===== src/logic/mmd_pkg.sv =====
package mmd_pkg;
  // register indices; byte address is four times the index
  localparam logic [7:0]  MMD_IDX_P4FN   = 8'h92; // port4_pin_function
  localparam logic [7:0]  MMD_IDX_MMAP   = 8'hc6; // memory_map_control
  localparam logic [7:0]  MMD_IDX_ACTL   = 8'h9d; // address_ctrl
  localparam logic [7:0]  MMD_IDX_STAT   = 8'h9e; // decode status
  // reset values
  localparam logic [7:0]  MMD_RST_P4FN   = 8'h3f; // all address, all selects
  localparam logic [7:0]  MMD_RST_MMAP   = 8'h00;
  localparam logic [7:0]  MMD_RST_ACTL   = 8'h00;
  // field positions
  localparam int MMD_MAP_HI_BIT  = 7;  // internal_ram_map_sel_hi
  localparam int MMD_MAP_LO_BIT  = 6;  // internal_ram_map_sel_lo
  localparam int MMD_CAN_BIT     = 5;  // can_window_high
  localparam int MMD_STACK_BIT   = 2;  // stack_extend
  localparam int MMD_DEMUX_BIT   = 5;  // demultiplexed bus mode
  localparam int MMD_STAT_REFUSE = 7;  // sticky refused-access flag
  // memory windows, 23-bit addresses
  localparam logic [22:0] MMD_SRAM_LOW   = 23'h000000;
  localparam logic [22:0] MMD_SRAM_F000  = 23'h00f000;
  localparam logic [22:0] MMD_SRAM_HIGH  = 23'h400000;
  localparam logic [22:0] MMD_CAN_LOW    = 23'h00ee00;
  localparam logic [22:0] MMD_CAN_HIGH   = 23'h401000;
  localparam logic [22:0] MMD_SRAM_SIZE  = 23'h001000; // 4 kB
  localparam logic [22:0] MMD_CAN_SIZE   = 23'h000200; // 512 bytes
  localparam logic [22:0] MMD_STACK_SIZE = 23'h000400; // 1 kB
  // chip-select region widths in address bits per upper-address setting
  localparam logic [4:0]  MMD_CS_SH_000  = 5'd15; // 32 kB
  localparam logic [4:0]  MMD_CS_SH_100  = 5'd17; // 128 kB
  localparam logic [4:0]  MMD_CS_SH_101  = 5'd18; // 256 kB
  localparam logic [4:0]  MMD_CS_SH_110  = 5'd19; // 512 kB
  localparam logic [4:0]  MMD_CS_SH_111  = 5'd20; // 1 MB
  // access kinds from the core
  typedef enum logic [1:0] {
    MMD_FETCH = 2'h0, // instruction fetch
    MMD_CODE  = 2'h1, // code_read_move
    MMD_DRD   = 2'h2, // external_data_move read
    MMD_DWR   = 2'h3  // external_data_move write
  } mmd_kind_type;
  // where the last access went
  typedef enum logic [1:0] {
    MMD_TGT_EXT = 2'h0, MMD_TGT_SRAM = 2'h1,
    MMD_TGT_CAN = 2'h2, MMD_TGT_NONE = 2'h3
  } mmd_tgt_type;
  // external access sequencer, one-hot
  typedef enum logic [1:0] {
    MMD_ST_IDLE   = 2'b01,
    MMD_ST_STROBE = 2'b10
  } mmd_state_type;
  // access request from the core
  typedef struct packed {
    logic         valid;
    mmd_kind_type kind;
    logic         stack;   // extended stack access
    logic [22:0]  addr;
    logic [7:0]   wdata;
  } mmd_req_type;
  // external bus pins
  typedef struct packed {
    logic [7:0] port4Out;    // upper address lines and program selects
    logic [7:0] port4AddrEn; // per pin: 1 = memory function, 0 = I/O
    logic [3:0] dataSelN;    // data_chip_select, port 5 pins 7..4
    logic [7:0] port2Out;    // A15-A8
    logic [7:0] port0Addr;   // A7-A0 in multiplexed mode
    logic       port0AddrEn;
    logic [7:0] port1Out;    // A7-A0 in demultiplexed mode
    logic       port1AddrEn;
    logic [7:0] port0Data;   // write data
    logic       port0DataEn;
    logic       loadN;       // load_strobe_n
    logic       storeN;      // store_strobe_n
    logic       fetchN;      // program_fetch_strobe_n
  } mmd_ext_type;
  // on-chip memory selects
  typedef struct packed {
    logic        sramSel;
    logic        sramWr;
    logic [11:0] sramAddr;
    logic        canSel;
    logic        canWr;
    logic [8:0]  canAddr;
  } mmd_int_type;
endpackage


===== src/logic/mmd_memory_map_decoder.sv =====
// Design decision made here: the APB register port.
`timescale 1ns/10ps
module mmd_memory_map_decoder (
  input  wire logic                 mclk,
  input  wire logic                 resetn,
  // apb slave
  input  wire logic [11:0]          paddr,
  input  wire logic                 psel,
  input  wire logic                 penable,
  input  wire logic                 pwrite,
  input  wire logic [31:0]          pwdata,
  output logic      [31:0]          prdata,
  output logic                      pready,
  output logic                      pslverr,
  // core access port
  input  wire mmd_pkg::mmd_req_type req,
  output logic                      reqReady,
  input  wire logic [7:0]           port4Gpio,
  input  wire logic [7:0]           port1Gpio,
  output mmd_pkg::mmd_ext_type      ext,
  output mmd_pkg::mmd_int_type      intMem
);
  import mmd_pkg::*;

  // whole module state
  typedef struct packed {
    // register contents
    logic [7:0]    p4fn;    // port4_pin_function
    logic [7:0]    mmap;    // memory_map_control
    logic [7:0]    actl;    // address_ctrl
    // access bookkeeping
    logic          refused; // sticky refused-access flag
    mmd_tgt_type   lastTgt; // target of last access
    mmd_state_type st;      // external access sequencer
    // registered outputs
    logic [31:0]   rdata;   // apb read data
    mmd_ext_type   ext;     // external pins
    mmd_int_type   intMem;  // on-chip memory selects
  } mmd_all_type;

  mmd_all_type state_reg;   // registered state
  mmd_all_type state_next;  // next state

  // configuration view
  logic [1:0]  mapSel;      // internal_ram_map_sel
  logic        sharedMode;  // SRAM as shared program/data
  logic        stackOn;     // effective stack_extend
  logic        demuxMode;   // demultiplexed low address
  logic [22:0] sramBase;    // data-move SRAM base

  // window decode of the pending request
  logic        sramHit;     // lands in on-chip SRAM
  logic        canHit;      // lands in message RAM
  logic        reserved;    // data move into stack area
  logic        isData;      // data move, read or write
  logic [22:0] offSram;     // offset into SRAM window
  logic [22:0] offCan;      // offset into message RAM window

  // chip-select decode
  logic [4:0]  csShift;     // region width in address bits
  logic [22:0] csIndex;     // region number
  logic [3:0]  selEn;       // program selects enabled on pins
  logic [3:0]  csHot;       // one-hot select for this address

  // register bus decode
  logic        apbSetup;    // setup phase
  logic        apbAccess;   // access phase
  logic [7:0]  apbIdx;      // register index
  logic        apbMapped;   // index names a register

  // static configuration view
  always_comb begin
    // selector bits side by side
    mapSel     = {state_reg.mmap[MMD_MAP_HI_BIT],
                  state_reg.mmap[MMD_MAP_LO_BIT]};
    sharedMode = (mapSel == 2'h3);
    stackOn    = state_reg.actl[MMD_STACK_BIT] && !sharedMode;
    demuxMode  = state_reg.actl[MMD_DEMUX_BIT];
    // data window base; 10 and 11 share the high base
    case (mapSel)
      2'h0:    sramBase = MMD_SRAM_F000;
      2'h1:    sramBase = MMD_SRAM_LOW;
      default: sramBase = MMD_SRAM_HIGH; // 10 and shared 11
    endcase
  end

  // address decode of the pending request
  always_comb begin
    // data moves are both external_data_move kinds
    isData  = (req.kind == MMD_DRD) || (req.kind == MMD_DWR);
    // window offsets; an address below a base wraps high and misses
    offSram = req.addr - sramBase;
    offCan  = req.addr - (state_reg.mmap[MMD_CAN_BIT] ? MMD_CAN_HIGH
                                                       : MMD_CAN_LOW);
    // SRAM: data moves in data modes, any space in shared mode
    sramHit = (offSram < MMD_SRAM_SIZE) && (isData || sharedMode);
    // stack accesses always land on-chip when extension is on
    if (req.stack && stackOn) begin
      sramHit = 1'b1;
    end
    // data moves may not touch the stack area
    reserved = stackOn && isData && !req.stack &&
               sramHit && (offSram < MMD_STACK_SIZE);
    // message RAM is a data-move target only
    canHit  = isData && (offCan < MMD_CAN_SIZE);

    // chip-select region size from the upper-address field
    case (state_reg.p4fn[5:3])
      3'h4:    csShift = MMD_CS_SH_100;
      3'h5:    csShift = MMD_CS_SH_101;
      3'h6:    csShift = MMD_CS_SH_110;
      3'h7:    csShift = MMD_CS_SH_111;
      default: csShift = MMD_CS_SH_000;
    endcase
    // region number; high regions fall outside all four
    csIndex = req.addr >> csShift;
    // selects present on pins by the lower field
    case (state_reg.p4fn[2:0])
      3'h4:    selEn = 4'h1;
      3'h5:    selEn = 4'h3;
      3'h6:    selEn = 4'h7;
      3'h7:    selEn = 4'hf;
      default: selEn = 4'h0;
    endcase

    // one-hot select; region four and above gets none
    csHot = 4'h0;
    if (csIndex < 23'd4) begin
      csHot[csIndex[1:0]] = 1'b1;
    end
  end

  // apb phase decode; index is byte address over four
  always_comb begin
    apbSetup  = psel && !penable;
    apbAccess = psel && penable;
    apbIdx    = paddr[9:2];
    apbMapped = (paddr[11:10] == 2'h0) && (paddr[1:0] == 2'h0) &&
                ((apbIdx == MMD_IDX_P4FN) || (apbIdx == MMD_IDX_MMAP) ||
                 (apbIdx == MMD_IDX_ACTL) || (apbIdx == MMD_IDX_STAT));
    // no wait states; errors only in the access phase
    pready    = 1'b1;
    pslverr   = apbAccess && !apbMapped;
    prdata    = state_reg.rdata;
    // core handshake and pins straight from flops
    reqReady  = (state_reg.st == MMD_ST_IDLE);
    ext       = state_reg.ext;
    intMem    = state_reg.intMem;
  end

  // next state
  always_comb begin
    state_next = state_reg;
    // register read data captured in the setup cycle
    if (apbSetup) begin
      state_next.rdata = 32'h0;
      // unmapped reads return zero
      if (apbMapped) begin
        case (apbIdx)
          MMD_IDX_P4FN: state_next.rdata = {24'h0, state_reg.p4fn};
          MMD_IDX_MMAP: state_next.rdata = {24'h0, state_reg.mmap};
          // stack bit reads back its effective value
          MMD_IDX_ACTL: state_next.rdata = {24'h0, state_reg.actl[7:3],
                                            stackOn, state_reg.actl[1:0]};
          // sticky flag over the last target code
          MMD_IDX_STAT: state_next.rdata = {24'h0, state_reg.refused,
                                            5'h0, state_reg.lastTgt};
          default:      state_next.rdata = 32'h0;
        endcase
      end
    end

    // register writes in the access cycle
    if (apbAccess && pwrite && apbMapped) begin
      case (apbIdx)
        // undefined bits of each register read zero (p4fn 7:6, mmap 4, actl 7:6, 4:3, 1:0)
        MMD_IDX_P4FN: state_next.p4fn = {2'h0, pwdata[5:0]};
        MMD_IDX_MMAP: state_next.mmap = {pwdata[7:5], 1'b0, pwdata[3:0]};
        MMD_IDX_ACTL: state_next.actl = {2'h0, pwdata[5], 2'h0,
                                         pwdata[2], 2'h0};
        MMD_IDX_STAT: begin
          if (pwdata[MMD_STAT_REFUSE]) begin
            state_next.refused = 1'b0; // write one to clear
          end
        end
        default: state_next.p4fn = state_reg.p4fn;
      endcase
    end
    // on-chip selects last one cycle
    state_next.intMem.sramSel = 1'b0;
    state_next.intMem.canSel  = 1'b0;
    state_next.intMem.sramWr  = 1'b0;
    state_next.intMem.canWr   = 1'b0;
    // pin functions follow the port field at all times
    for (int i = 0; i < 4; i++) begin
      // upper pins carry A16+i when the field reaches them
      state_next.ext.port4AddrEn[4 + i] =
        state_reg.p4fn[5] && (i <= int'(state_reg.p4fn[4:3]));
      state_next.ext.port4AddrEn[i] = selEn[i];
    end
    // demux mode claims port 1 for A7..A0
    state_next.ext.port1AddrEn = demuxMode;
    // port 0 shows an address only in a strobe cycle
    state_next.ext.port0AddrEn = 1'b0;

    // release strobes and selects; a taken access overrides below
    state_next.ext.loadN       = 1'b1;
    state_next.ext.storeN      = 1'b1;
    state_next.ext.fetchN      = 1'b1;
    state_next.ext.dataSelN    = 4'hf;
    state_next.ext.port0DataEn = 1'b0;
    for (int i = 0; i < 4; i++) begin
      // lower pins: idle-high select, else gpio
      state_next.ext.port4Out[i] = selEn[i] ? 1'b1 : port4Gpio[i];
      // upper pins: hold the last address, else gpio
      state_next.ext.port4Out[4 + i] =
        state_next.ext.port4AddrEn[4 + i] ? state_reg.ext.port4Out[4 + i]
                                           : port4Gpio[4 + i];
    end
    // low address port is gpio in multiplexed mode
    if (!demuxMode) begin
      state_next.ext.port1Out = port1Gpio;
    end

    // one external strobe cycle, then back to idle
    case (state_reg.st)
      // idle: take at most one request per cycle
      MMD_ST_IDLE: begin
        // priority: refusal, SRAM, message RAM, external
        if (req.valid) begin
          if (reserved) begin
            // refused; set wins over a same-cycle clear
            state_next.refused = 1'b1;
            state_next.lastTgt = MMD_TGT_NONE;
          end else if (sramHit) begin
            // served on-chip, external strobes stay high
            state_next.intMem.sramSel  = 1'b1;
            state_next.intMem.sramWr   = (req.kind == MMD_DWR);
            state_next.intMem.sramAddr = req.stack && stackOn ?
                                         {2'h0, req.addr[9:0]}
                                         : offSram[11:0];
            state_next.lastTgt         = MMD_TGT_SRAM;
          end else if (canHit) begin
            state_next.intMem.canSel  = 1'b1;
            state_next.intMem.canWr   = (req.kind == MMD_DWR);
            state_next.intMem.canAddr = offCan[8:0];
            state_next.lastTgt        = MMD_TGT_CAN;
          end else begin
            // external access: address on pins and strobe in the same cycle
            state_next.lastTgt = MMD_TGT_EXT;
            state_next.st      = MMD_ST_STROBE;
            for (int i = 0; i < 4; i++) begin
              if (state_next.ext.port4AddrEn[4 + i]) begin
                state_next.ext.port4Out[4 + i] = req.addr[16 + i];
              end
            end
            // middle address byte always on port 2
            state_next.ext.port2Out = req.addr[15:8];
            // low byte on port 1, or multiplexed on port 0
            if (demuxMode) begin
              state_next.ext.port1Out = req.addr[7:0];
            end else begin
              state_next.ext.port0Addr   = req.addr[7:0];
              state_next.ext.port0AddrEn = 1'b1;
            end
            if (!isData) begin
              // program space: program select and fetch strobe
              for (int i = 0; i < 4; i++) begin
                if (selEn[i] && csHot[i]) begin
                  state_next.ext.port4Out[i] = 1'b0;
                end
              end
              state_next.ext.fetchN = 1'b0;
            end else begin
              // data space: combined program select, else data select
              for (int i = 0; i < 4; i++) begin
                if (csHot[i] && state_reg.mmap[i] && selEn[i]) begin
                  state_next.ext.port4Out[i] = 1'b0;
                end else if (csHot[i] && !state_reg.mmap[i]) begin
                  state_next.ext.dataSelN[i] = 1'b0;
                end
              end
              // combined reads use the fetch strobe, plain ones load
              if (req.kind == MMD_DWR) begin
                // writes always qualified by the store strobe
                state_next.ext.storeN      = 1'b0;
                state_next.ext.port0Data   = req.wdata;
                state_next.ext.port0DataEn = 1'b1;
              end else if (|(csHot & state_reg.mmap[3:0])) begin
                state_next.ext.fetchN = 1'b0;
              end else begin
                state_next.ext.loadN = 1'b0;
              end
            end
          end
        end
      end
      MMD_ST_STROBE: begin
        // strobes were released by the defaults above,
        // so the next request waits one cycle only
        state_next.st = MMD_ST_IDLE;
      end
      default: state_next.st = MMD_ST_IDLE;
    endcase
  end

  // state register with synchronous reset
  always_ff @(posedge mclk) begin
    if (!resetn) begin
      // clear everything, then load the power-up map
      state_reg                  <= '0;
      state_reg.p4fn             <= MMD_RST_P4FN;
      state_reg.mmap             <= MMD_RST_MMAP;
      state_reg.actl             <= MMD_RST_ACTL;
      state_reg.st               <= MMD_ST_IDLE;
      state_reg.lastTgt          <= MMD_TGT_NONE;
      // pins wake up as address lines and program selects
      state_reg.ext.port4AddrEn  <= 8'hff;
      state_reg.ext.port4Out     <= 8'h0f;
      // strobes and data selects idle high
      state_reg.ext.dataSelN     <= 4'hf;
      state_reg.ext.loadN        <= 1'b1;
      state_reg.ext.storeN       <= 1'b1;
      state_reg.ext.fetchN       <= 1'b1;
    end else begin
      state_reg <= state_next;
    end
  end
endmodule


===== config.mk =====
export PLATFORM = sky130hd
export DESIGN_NAME = mmd_memory_map_decoder
export DESIGN_NICKNAME = d
export VERILOG_FILES = /design/src/logic/mmd_pkg.sv /design/src/logic/mmd_memory_map_decoder.sv
export SDC_FILE = /design/constraint.sdc
export NUM_CORES = 1
export LEC_CHECK = 0
export ABC_AREA = 1
export BUFFER_PORTS_ARGS = -buffer_cell sky130_fd_sc_hd__buf_4
export CORE_AREA = 2 2 134 136
export DETAILED_ROUTE_END_ITERATION = 8
export DIE_AREA = 0 0 136 138
export HOLD_SLACK_MARGIN = 0.12
export PLACE_DENSITY = 0.75
export RECOVER_POWER = 25
export SLEW_MARGIN = 20
export SYNTH_ARGS = -nofsm -noshare
export SYNTH_HDL_FRONTEND = slang
export SYNTH_SLANG_ARGS = --single-unit

===== constraint.sdc =====
create_clock -name mclk -period 3.3 [get_ports mclk]
set_clock_uncertainty 0.2 [all_clocks]
set_input_delay 0.33 -clock mclk [delete_from_list [all_inputs] [get_ports mclk]]
set_output_delay 0.33 -clock mclk [all_outputs]
set_load 0.005 [all_outputs]

; Word level (Yosys, flattened, before mapping)
; Cells that the tools add are included.
[word_totals]
reg_bits = 135
latchBits = 0
mem_bits_rw = 0
rom_bits = 0
inputBits = 100
output_inout_bits = 118
elab_cells = 210
memories = 0
[op_classes]
n_addsub = 2
mul = 0
div = 0
n_lt_le_gt_ge = 9
eq_ne = 17
n_shift = 1
n_mux = 69
bitwise_logic = 9
n_reduce_logical = 74
[op_table]
columns = op, n
row1 = 8-bit two-way mux, 13
row2 = 23-bit one-hot mux with 2 select lines, 1
row3 = 23-bit subtractor, 2
row4 = 8-bit OR reduction, 5
row5 = 1-bit two-way mux, 37
row6 = 1-bit logical AND, 35
row7 = 8-bit == test (second input constant), 4
row8 = 8-bit one-hot mux with 4 select lines, 1
row9 = 3-bit == test (second input constant), 8
row10 = 23-bit by 10-bit less-than comparator with 1-bit output (second input constant), 1
row11 = 23-bit by 11-bit less-than comparator with 1-bit output (second input constant), 1
row12 = 23-bit by 13-bit less-than comparator with 1-bit output (second input constant), 1
row13 = 23-bit by 3-bit less-than comparator with 1-bit output (second input constant), 1
row14 = 23-bit two-way mux, 1
row15 = 23-bit by 5-bit right shift with 23-bit output, 1
row16 = 5-bit one-hot mux with 4 select lines, 1
row17 = 4-bit one-hot mux with 4 select lines, 1
row18 = 14-bit two-way mux, 1
row19 = 12-bit two-way mux, 1
row20 = 2-bit two-way mux, 6
row21 = 6-bit OR reduction, 2
row22 = 11-bit two-way mux, 1
row23 = 2-bit AND reduction, 5
row24 = 5-bit AND reduction, 2
row25 = 21 further kinds, 49

; Depth between registers and ports, before layout
[logic_depth]
word_depth = 17
mapped_depth = 19
depth_no_buf = 18

; Worst setup path after synthesis
; No wires, ideal clock.
[synth_timing]
path_type = register -> register
start = reg state_reg, in the netlist mapSel[1]
end = reg state_reg, in the netlist intMem[21]
setup_ns = 0.121
arrival_time_ns = 2.345
t_required_ns = 2.979
path_slack_ns = 0.633
stages_incl_launch_ff = 18
n_path_buf = 1
period_less_slack_ns = 2.667
path_cell_list = dfxtp_1 > nor2_1 > ha_1 > fa_1 > nand2_1 > nor2_1 > nand3_1 > nor2_1 > nand3_1 > nor2_1 > nand2_1 > nand2_2 > inv_2 > nor2_2 > nand2_1 > buf_2 > nand3_1 > o21ai_0
[synth_via]
elab_chain_len = 10
elab_cells_between_ends = 20
[synth_rtl]
columns = element, line_no
row1 = start: declaration, mmd_memory_map_decoder.sv:41  ; mmd_all_type state_reg;
row2 = start signal: assignment, mmd_memory_map_decoder.sv:326  ; state_reg <= state_next;
row3 = 2-bit by 1-bit == test with 1-bit output or 2-bit logical NOT (tied branches), mmd_memory_map_decoder.sv:80  ; case (mapSel)
row4 = 23-bit one-hot mux with 2 select lines, mmd_memory_map_decoder.sv:80
row5 = 23-bit subtractor, mmd_memory_map_decoder.sv:92  ; offSram = req.addr - sramBase;
row6 = 23-bit by 13-bit less-than comparator with 1-bit output, mmd_memory_map_decoder.sv:96  ; sramHit = (offSram < MMD_SRAM_SIZE) && (isData || sharedMode);
row7 = 1-bit logical AND, mmd_memory_map_decoder.sv:96
row8 = 1-bit two-way mux, mmd_memory_map_decoder.sv:98  ; if (req.stack && stackOn) begin
row9 = 1-bit logical AND, mmd_memory_map_decoder.sv:102  ; reserved = stackOn && isData && !req.stack &&
row10 = 1-bit logical AND, mmd_memory_map_decoder.sv:103  ; sramHit && (offSram < MMD_STACK_SIZE);
row11 = 1-bit NOT (no source line), -
row12 = 4-bit AND reduction (no source line), -
; Several ways; a longest one is shown, not always the timed one.
; A chain may end at the register's enable or synchronous reset.

; Worst setup path after layout
[layout_timing]
start = in req[17] (netlist name)
end = reg state_reg, in the netlist intMem[5]
[layout_via]
elab_chain_len = 8
elab_cells_between_ends = 13
[layout_rtl]
columns = element, line_no
row1 = start: declaration, mmd_memory_map_decoder.sv:16  ; input wire mmd_pkg::mmd_req_type req,
row2 = 23-bit subtractor, mmd_memory_map_decoder.sv:92
row3 = 23-bit by 13-bit less-than comparator with 1-bit output, mmd_memory_map_decoder.sv:96
row4 = 1-bit logical AND, mmd_memory_map_decoder.sv:96
row5 = 1-bit two-way mux, mmd_memory_map_decoder.sv:98
row6 = 1-bit logical AND, mmd_memory_map_decoder.sv:102
row7 = 1-bit logical AND, mmd_memory_map_decoder.sv:103
row8 = 1-bit NOT (no source line), -
row9 = 5-bit AND reduction (no source line) *, -
; Every way passes the cells marked *; elsewhere a longest branch is shown, timed or not.

==> summary.txt <==
Hold path
  – Hold Crit Class: input port to flop

STA
  – Final critical path time including I/O delays and setup: ~3200 ps
  – Count of pins over their slew limit: 0
  – Upper clock frequency limit: 0.317 GHz
  – Transition at the pin with the smallest max-transition slack: 936 ps
  – Worst max-slew margin expressed relative to the limit: 37.6%
  – Share of the clock period used by the worst path after layout: a little over nine tenths
  – Final count of negative-setup-slack endpoints: 0
  – Final number of hold-violating endpoints: 0
  – Worst hold-check slack: roughly 160 ps

Global route
  – GR Util All Layers: 20.3%
  – Global-route wire length before repair: 30300 µm
  – Remaining global-route overflow: 0
  – Number of antenna violations at the first check in global routing: 0
  – Via count of the first global-routing pass: 6193
  – Pin count of the biggest net entering global routing: between 40 and 50

Worst setup path
  – Worst Setup Path Type: input port to flop
  – RR Endpoint: intMem[4]
  – Critical Path End Type: flop
  – Count of cell instances traversed by the critical path: 19
  – Cell chain of the critical path: dlygate4sd3_1, buf_4, inv_1, ha_1, inv_1, fa_2, nand3_1, nand3_2, nand2_1, nand2_1, xor2_1, inv_1, nand2_1, nor2_4, buf_4, nand3_4, buf_4, o21ai_0, nor2_1
  – Setup slack on the worst flop-to-flop path: about 310 ps
  – Slowest stage cell on the critical path: sky130_fd_sc_hd__dlygate4sd3_1
  – Worst path arrival time: 3210 ps
  – Element type at the critical path start: input port
  – Worst setup path endpoint: intMem[5]
  – Number of cell instances on the worst register-to-register path: 16
  – Worst Setup SP: req[17]
  – Critical path buffer and inverter count: 7
  – R2R Path Start: mapSel[0]
  – Largest fanout on the critical path: 5
  – CP delay by family, top: buffers and inverters
  – Req. time, crit path: 3350 ps
  – Slowest stage delay, CP: between 500 and 600 ps

Route
  – Total iterations of the first detailed-routing run: 5
  – Routed wirelength normalized by instance count: 14.9 µm
  – Drt first-iter violations: 391
  – DRT antenna net count: 0
  – Vias: 6612
  – Via/cell ratio: 4.96
  – Detailed-route wire length: 19800 µm
  – DRC violations left: 0

Pwr
  – Leakage power: between 3 and 4 nW
  – Power density normalized to cell area: 348 mW/mm²
  – Maximum VDD drop: 0.298 mV

Synthesis
  – Most frequently used cell type in the post-synthesis netlist: sky130_fd_sc_hd__nand2_1
  – Leading area contributor after synthesis: sky130_fd_sc_hd__dfxtp_1
  – Portion of synthesized cell area occupied by the leading cell type: 32.9%
  – Flip-flop and latch count after synthesis: 111
  – Proportion of synthesized chip area in sequential cells: 32.9%
  – Cells after synthesis: 977
  – Number of distinct standard cells referenced by the synthesized netlist: 45
  – Synthesized area divided by synthesized cell count: ~6.9 µm²
  – Top cell types by occurrence after synthesis: sky130_fd_sc_hd__nand2_1, sky130_fd_sc_hd__buf_4, sky130_fd_sc_hd__dfxtp_1
  – EDFF count, synth: 0
  – Top FF cell, synth: sky130_fd_sc_hd__dfxtp_1
  – Dominant cells by area after synthesis: sky130_fd_sc_hd__dfxtp_1, sky130_fd_sc_hd__buf_4, sky130_fd_sc_hd__nand2_1
  – Synthesis Warnings: 0
  – Fraction of synthesis flops using an asynchronous set or reset pin: 0%
  – Netlist area before placement: 0.00676 mm²

Cells and area
  – Final net count: ~1200
  – Final design utilization: 47.3%
  – Post-synthesis to final-layout area growth: 22.6%
  – Flip-flop count of the largest register after layout: 58
  – Final Cell Area: around 0.0083 mm²
  – Register Area: around 0.0022 mm²
  – Antenna Diode Count: 0
  – Proportion of layout cells with a drive suffix above 1: 22.4%
  – Combined area of the multi-input logic cells: 0.00331 mm²
  – Fill cell count: 1801

Place
  – Number of port buffers: 168
  – Gpl congestion: 0.940
  – Placed inst area: 0.00745 mm²
  – Post-DP HPWL: 14400 µm

Clocking
  – Buffer type at the clock tree root: sky130_fd_sc_hd__clkbuf_16
  – Clock Path Buffers: 2
  – Clock transition time at the flip-flop clock pins of the worst setup and hold paths: approximately 70 ps
  – Clock network latency to the later pin of the worst-skew pair: 360 ps
  – CTS tree: yes
  – Number of buffers created by CTS: 9
  – Clock Sink Count: 111
  – Number of H-tree levels: 3

Floorplan
  – Die footprint: 0.0188 mm²
  – Ports: 218
  – Number of core rows: 49
  – Die X-Extent: 136 µm
  – Initial standard-cell utilization of the core: 38.6%
  – DIE HEIGHT: 138 µm
  – Core Box Area: about 0.018 mm²

Run
  – Number of violations of the max-capacitance limit: 0

Status
  – Run status: completed
-- placed cells by master (no fill, tap or decap), drive strengths merged, types with 4 or more instances in the layout --
cell           n
buf          152
clkinv         4
a21oi         71
nand3        108
dlygate4sd3   38
a211oi         9
nand2        217
clkbuf        55
nor2          95
conb          25
dfxtp        111
xor2           5
a21boi         9
ha            11
o21ai         42
clkinvlp       4
nand4         31
nor3           5
inv           88
-- layout make-up --
class / count / share of cell area, %
Inverter: 91 / 4.17
Clock inverter: 4 / 0.392
Clock buffer: 11 / 2.81
Sequential cell: 111 / 26.8
Timing Repair Buffer: 235 / 22.4
Timing Repair inverter: 1 / 0.0906
Multi-Input combinational cell: 650 / 39.9
Tap cell: 229 / 3.46
-- kinds of logic after synthesis --
| group | synth area share, % |
|---|---|
| and+or+nand+nor | 30.9 |
| other | 0.111 |
| buffers and inverters | 20.7 |
| adders and majority gates | 2.63 |
| xor gates and xnor gates | 1.04 |
| AOI/OAI and AO/OA | 11.7 |
| DFF | 32.9 |
-- what timing repair did --
action,CTS,global route
hold buffers,39,0
setup buffers,0,13
endpoints found under the hold margin,69,0
setup endpoints to repair,0,73
gates resized for setup,0,23
-- worst min path at each step --
stage	from	end	slack, ps	cells after the start
2_1_floorplan	state_reg[117]	state_reg[117]	230	2
3_3_place_gp	state_reg[119]	state_reg[119]	250	2
3_5_place_dp	intMem[13]	intMem[13]	250	2
4_1_cts	req[31]	intMem[21]	150	4
5_1_grt	req[31]	intMem[21]	170	4
6_report	req[31]	intMem[21]	160	4
-- worst reg2reg max path, stage by stage (launching register included) --
cell	delay [ps]
sky130_fd_sc_hd__dfxtp_1	350
sky130_fd_sc_hd__nor2_1	270
sky130_fd_sc_hd__inv_1	150
sky130_fd_sc_hd__ha_1	370
sky130_fd_sc_hd__xor2_1	180
sky130_fd_sc_hd__nand3_1	100
sky130_fd_sc_hd__nor2_1	110
sky130_fd_sc_hd__nand3_1	120
sky130_fd_sc_hd__nor2_4	140
sky130_fd_sc_hd__nand2_2	60
sky130_fd_sc_hd__nand2_2	100
sky130_fd_sc_hd__nor2_4	60
sky130_fd_sc_hd__buf_6	140
sky130_fd_sc_hd__nand3_4	130
sky130_fd_sc_hd__clkinvlp_4	190
sky130_fd_sc_hd__nor2_2	160
sky130_fd_sc_hd__nor2_1	60
-- per-stage QoR --
stage | total power, W | cells | setup TNS (ps) | setup slack (ps)
after global routing | 0.00301 | 1332 | -17.2 | -11.7
after floorplan | 0.00170 | 1000 | 0 | 633
after CTS | 0.00289 | 1316 | 0 | 21.1
final | 0.00289 | 1332 | 0 | 146
after global placement | 0.00183 | 1262 | 0 | 219
after detailed placement | 0.00184 | 1262 | 0 | 186
-- per-layer routing --
| layer | GRT usage, % | wire length, µm | share of wire (%) |
|---|---|---|---|
| met1 | 24.3 | 8270 | 42 |
| met4 | 8.94 | 692 | 3.5 |
| met3 | 4.84 | 1490 | 7.5 |
| met2 | 34.3 | 9330 | 47 |
| met5 | 0 | 0 | 0 |
-- power by group --
part	total, W	internal, W	switching, W
combinational	0.000468	0.000218	0.000251
sequential	0.00139	0.00137	0.0000194
clock	0.00102	0.000514	0.000510
total	0.00289	0.00211	0.000780
Power figures use the tool's default switching activity.
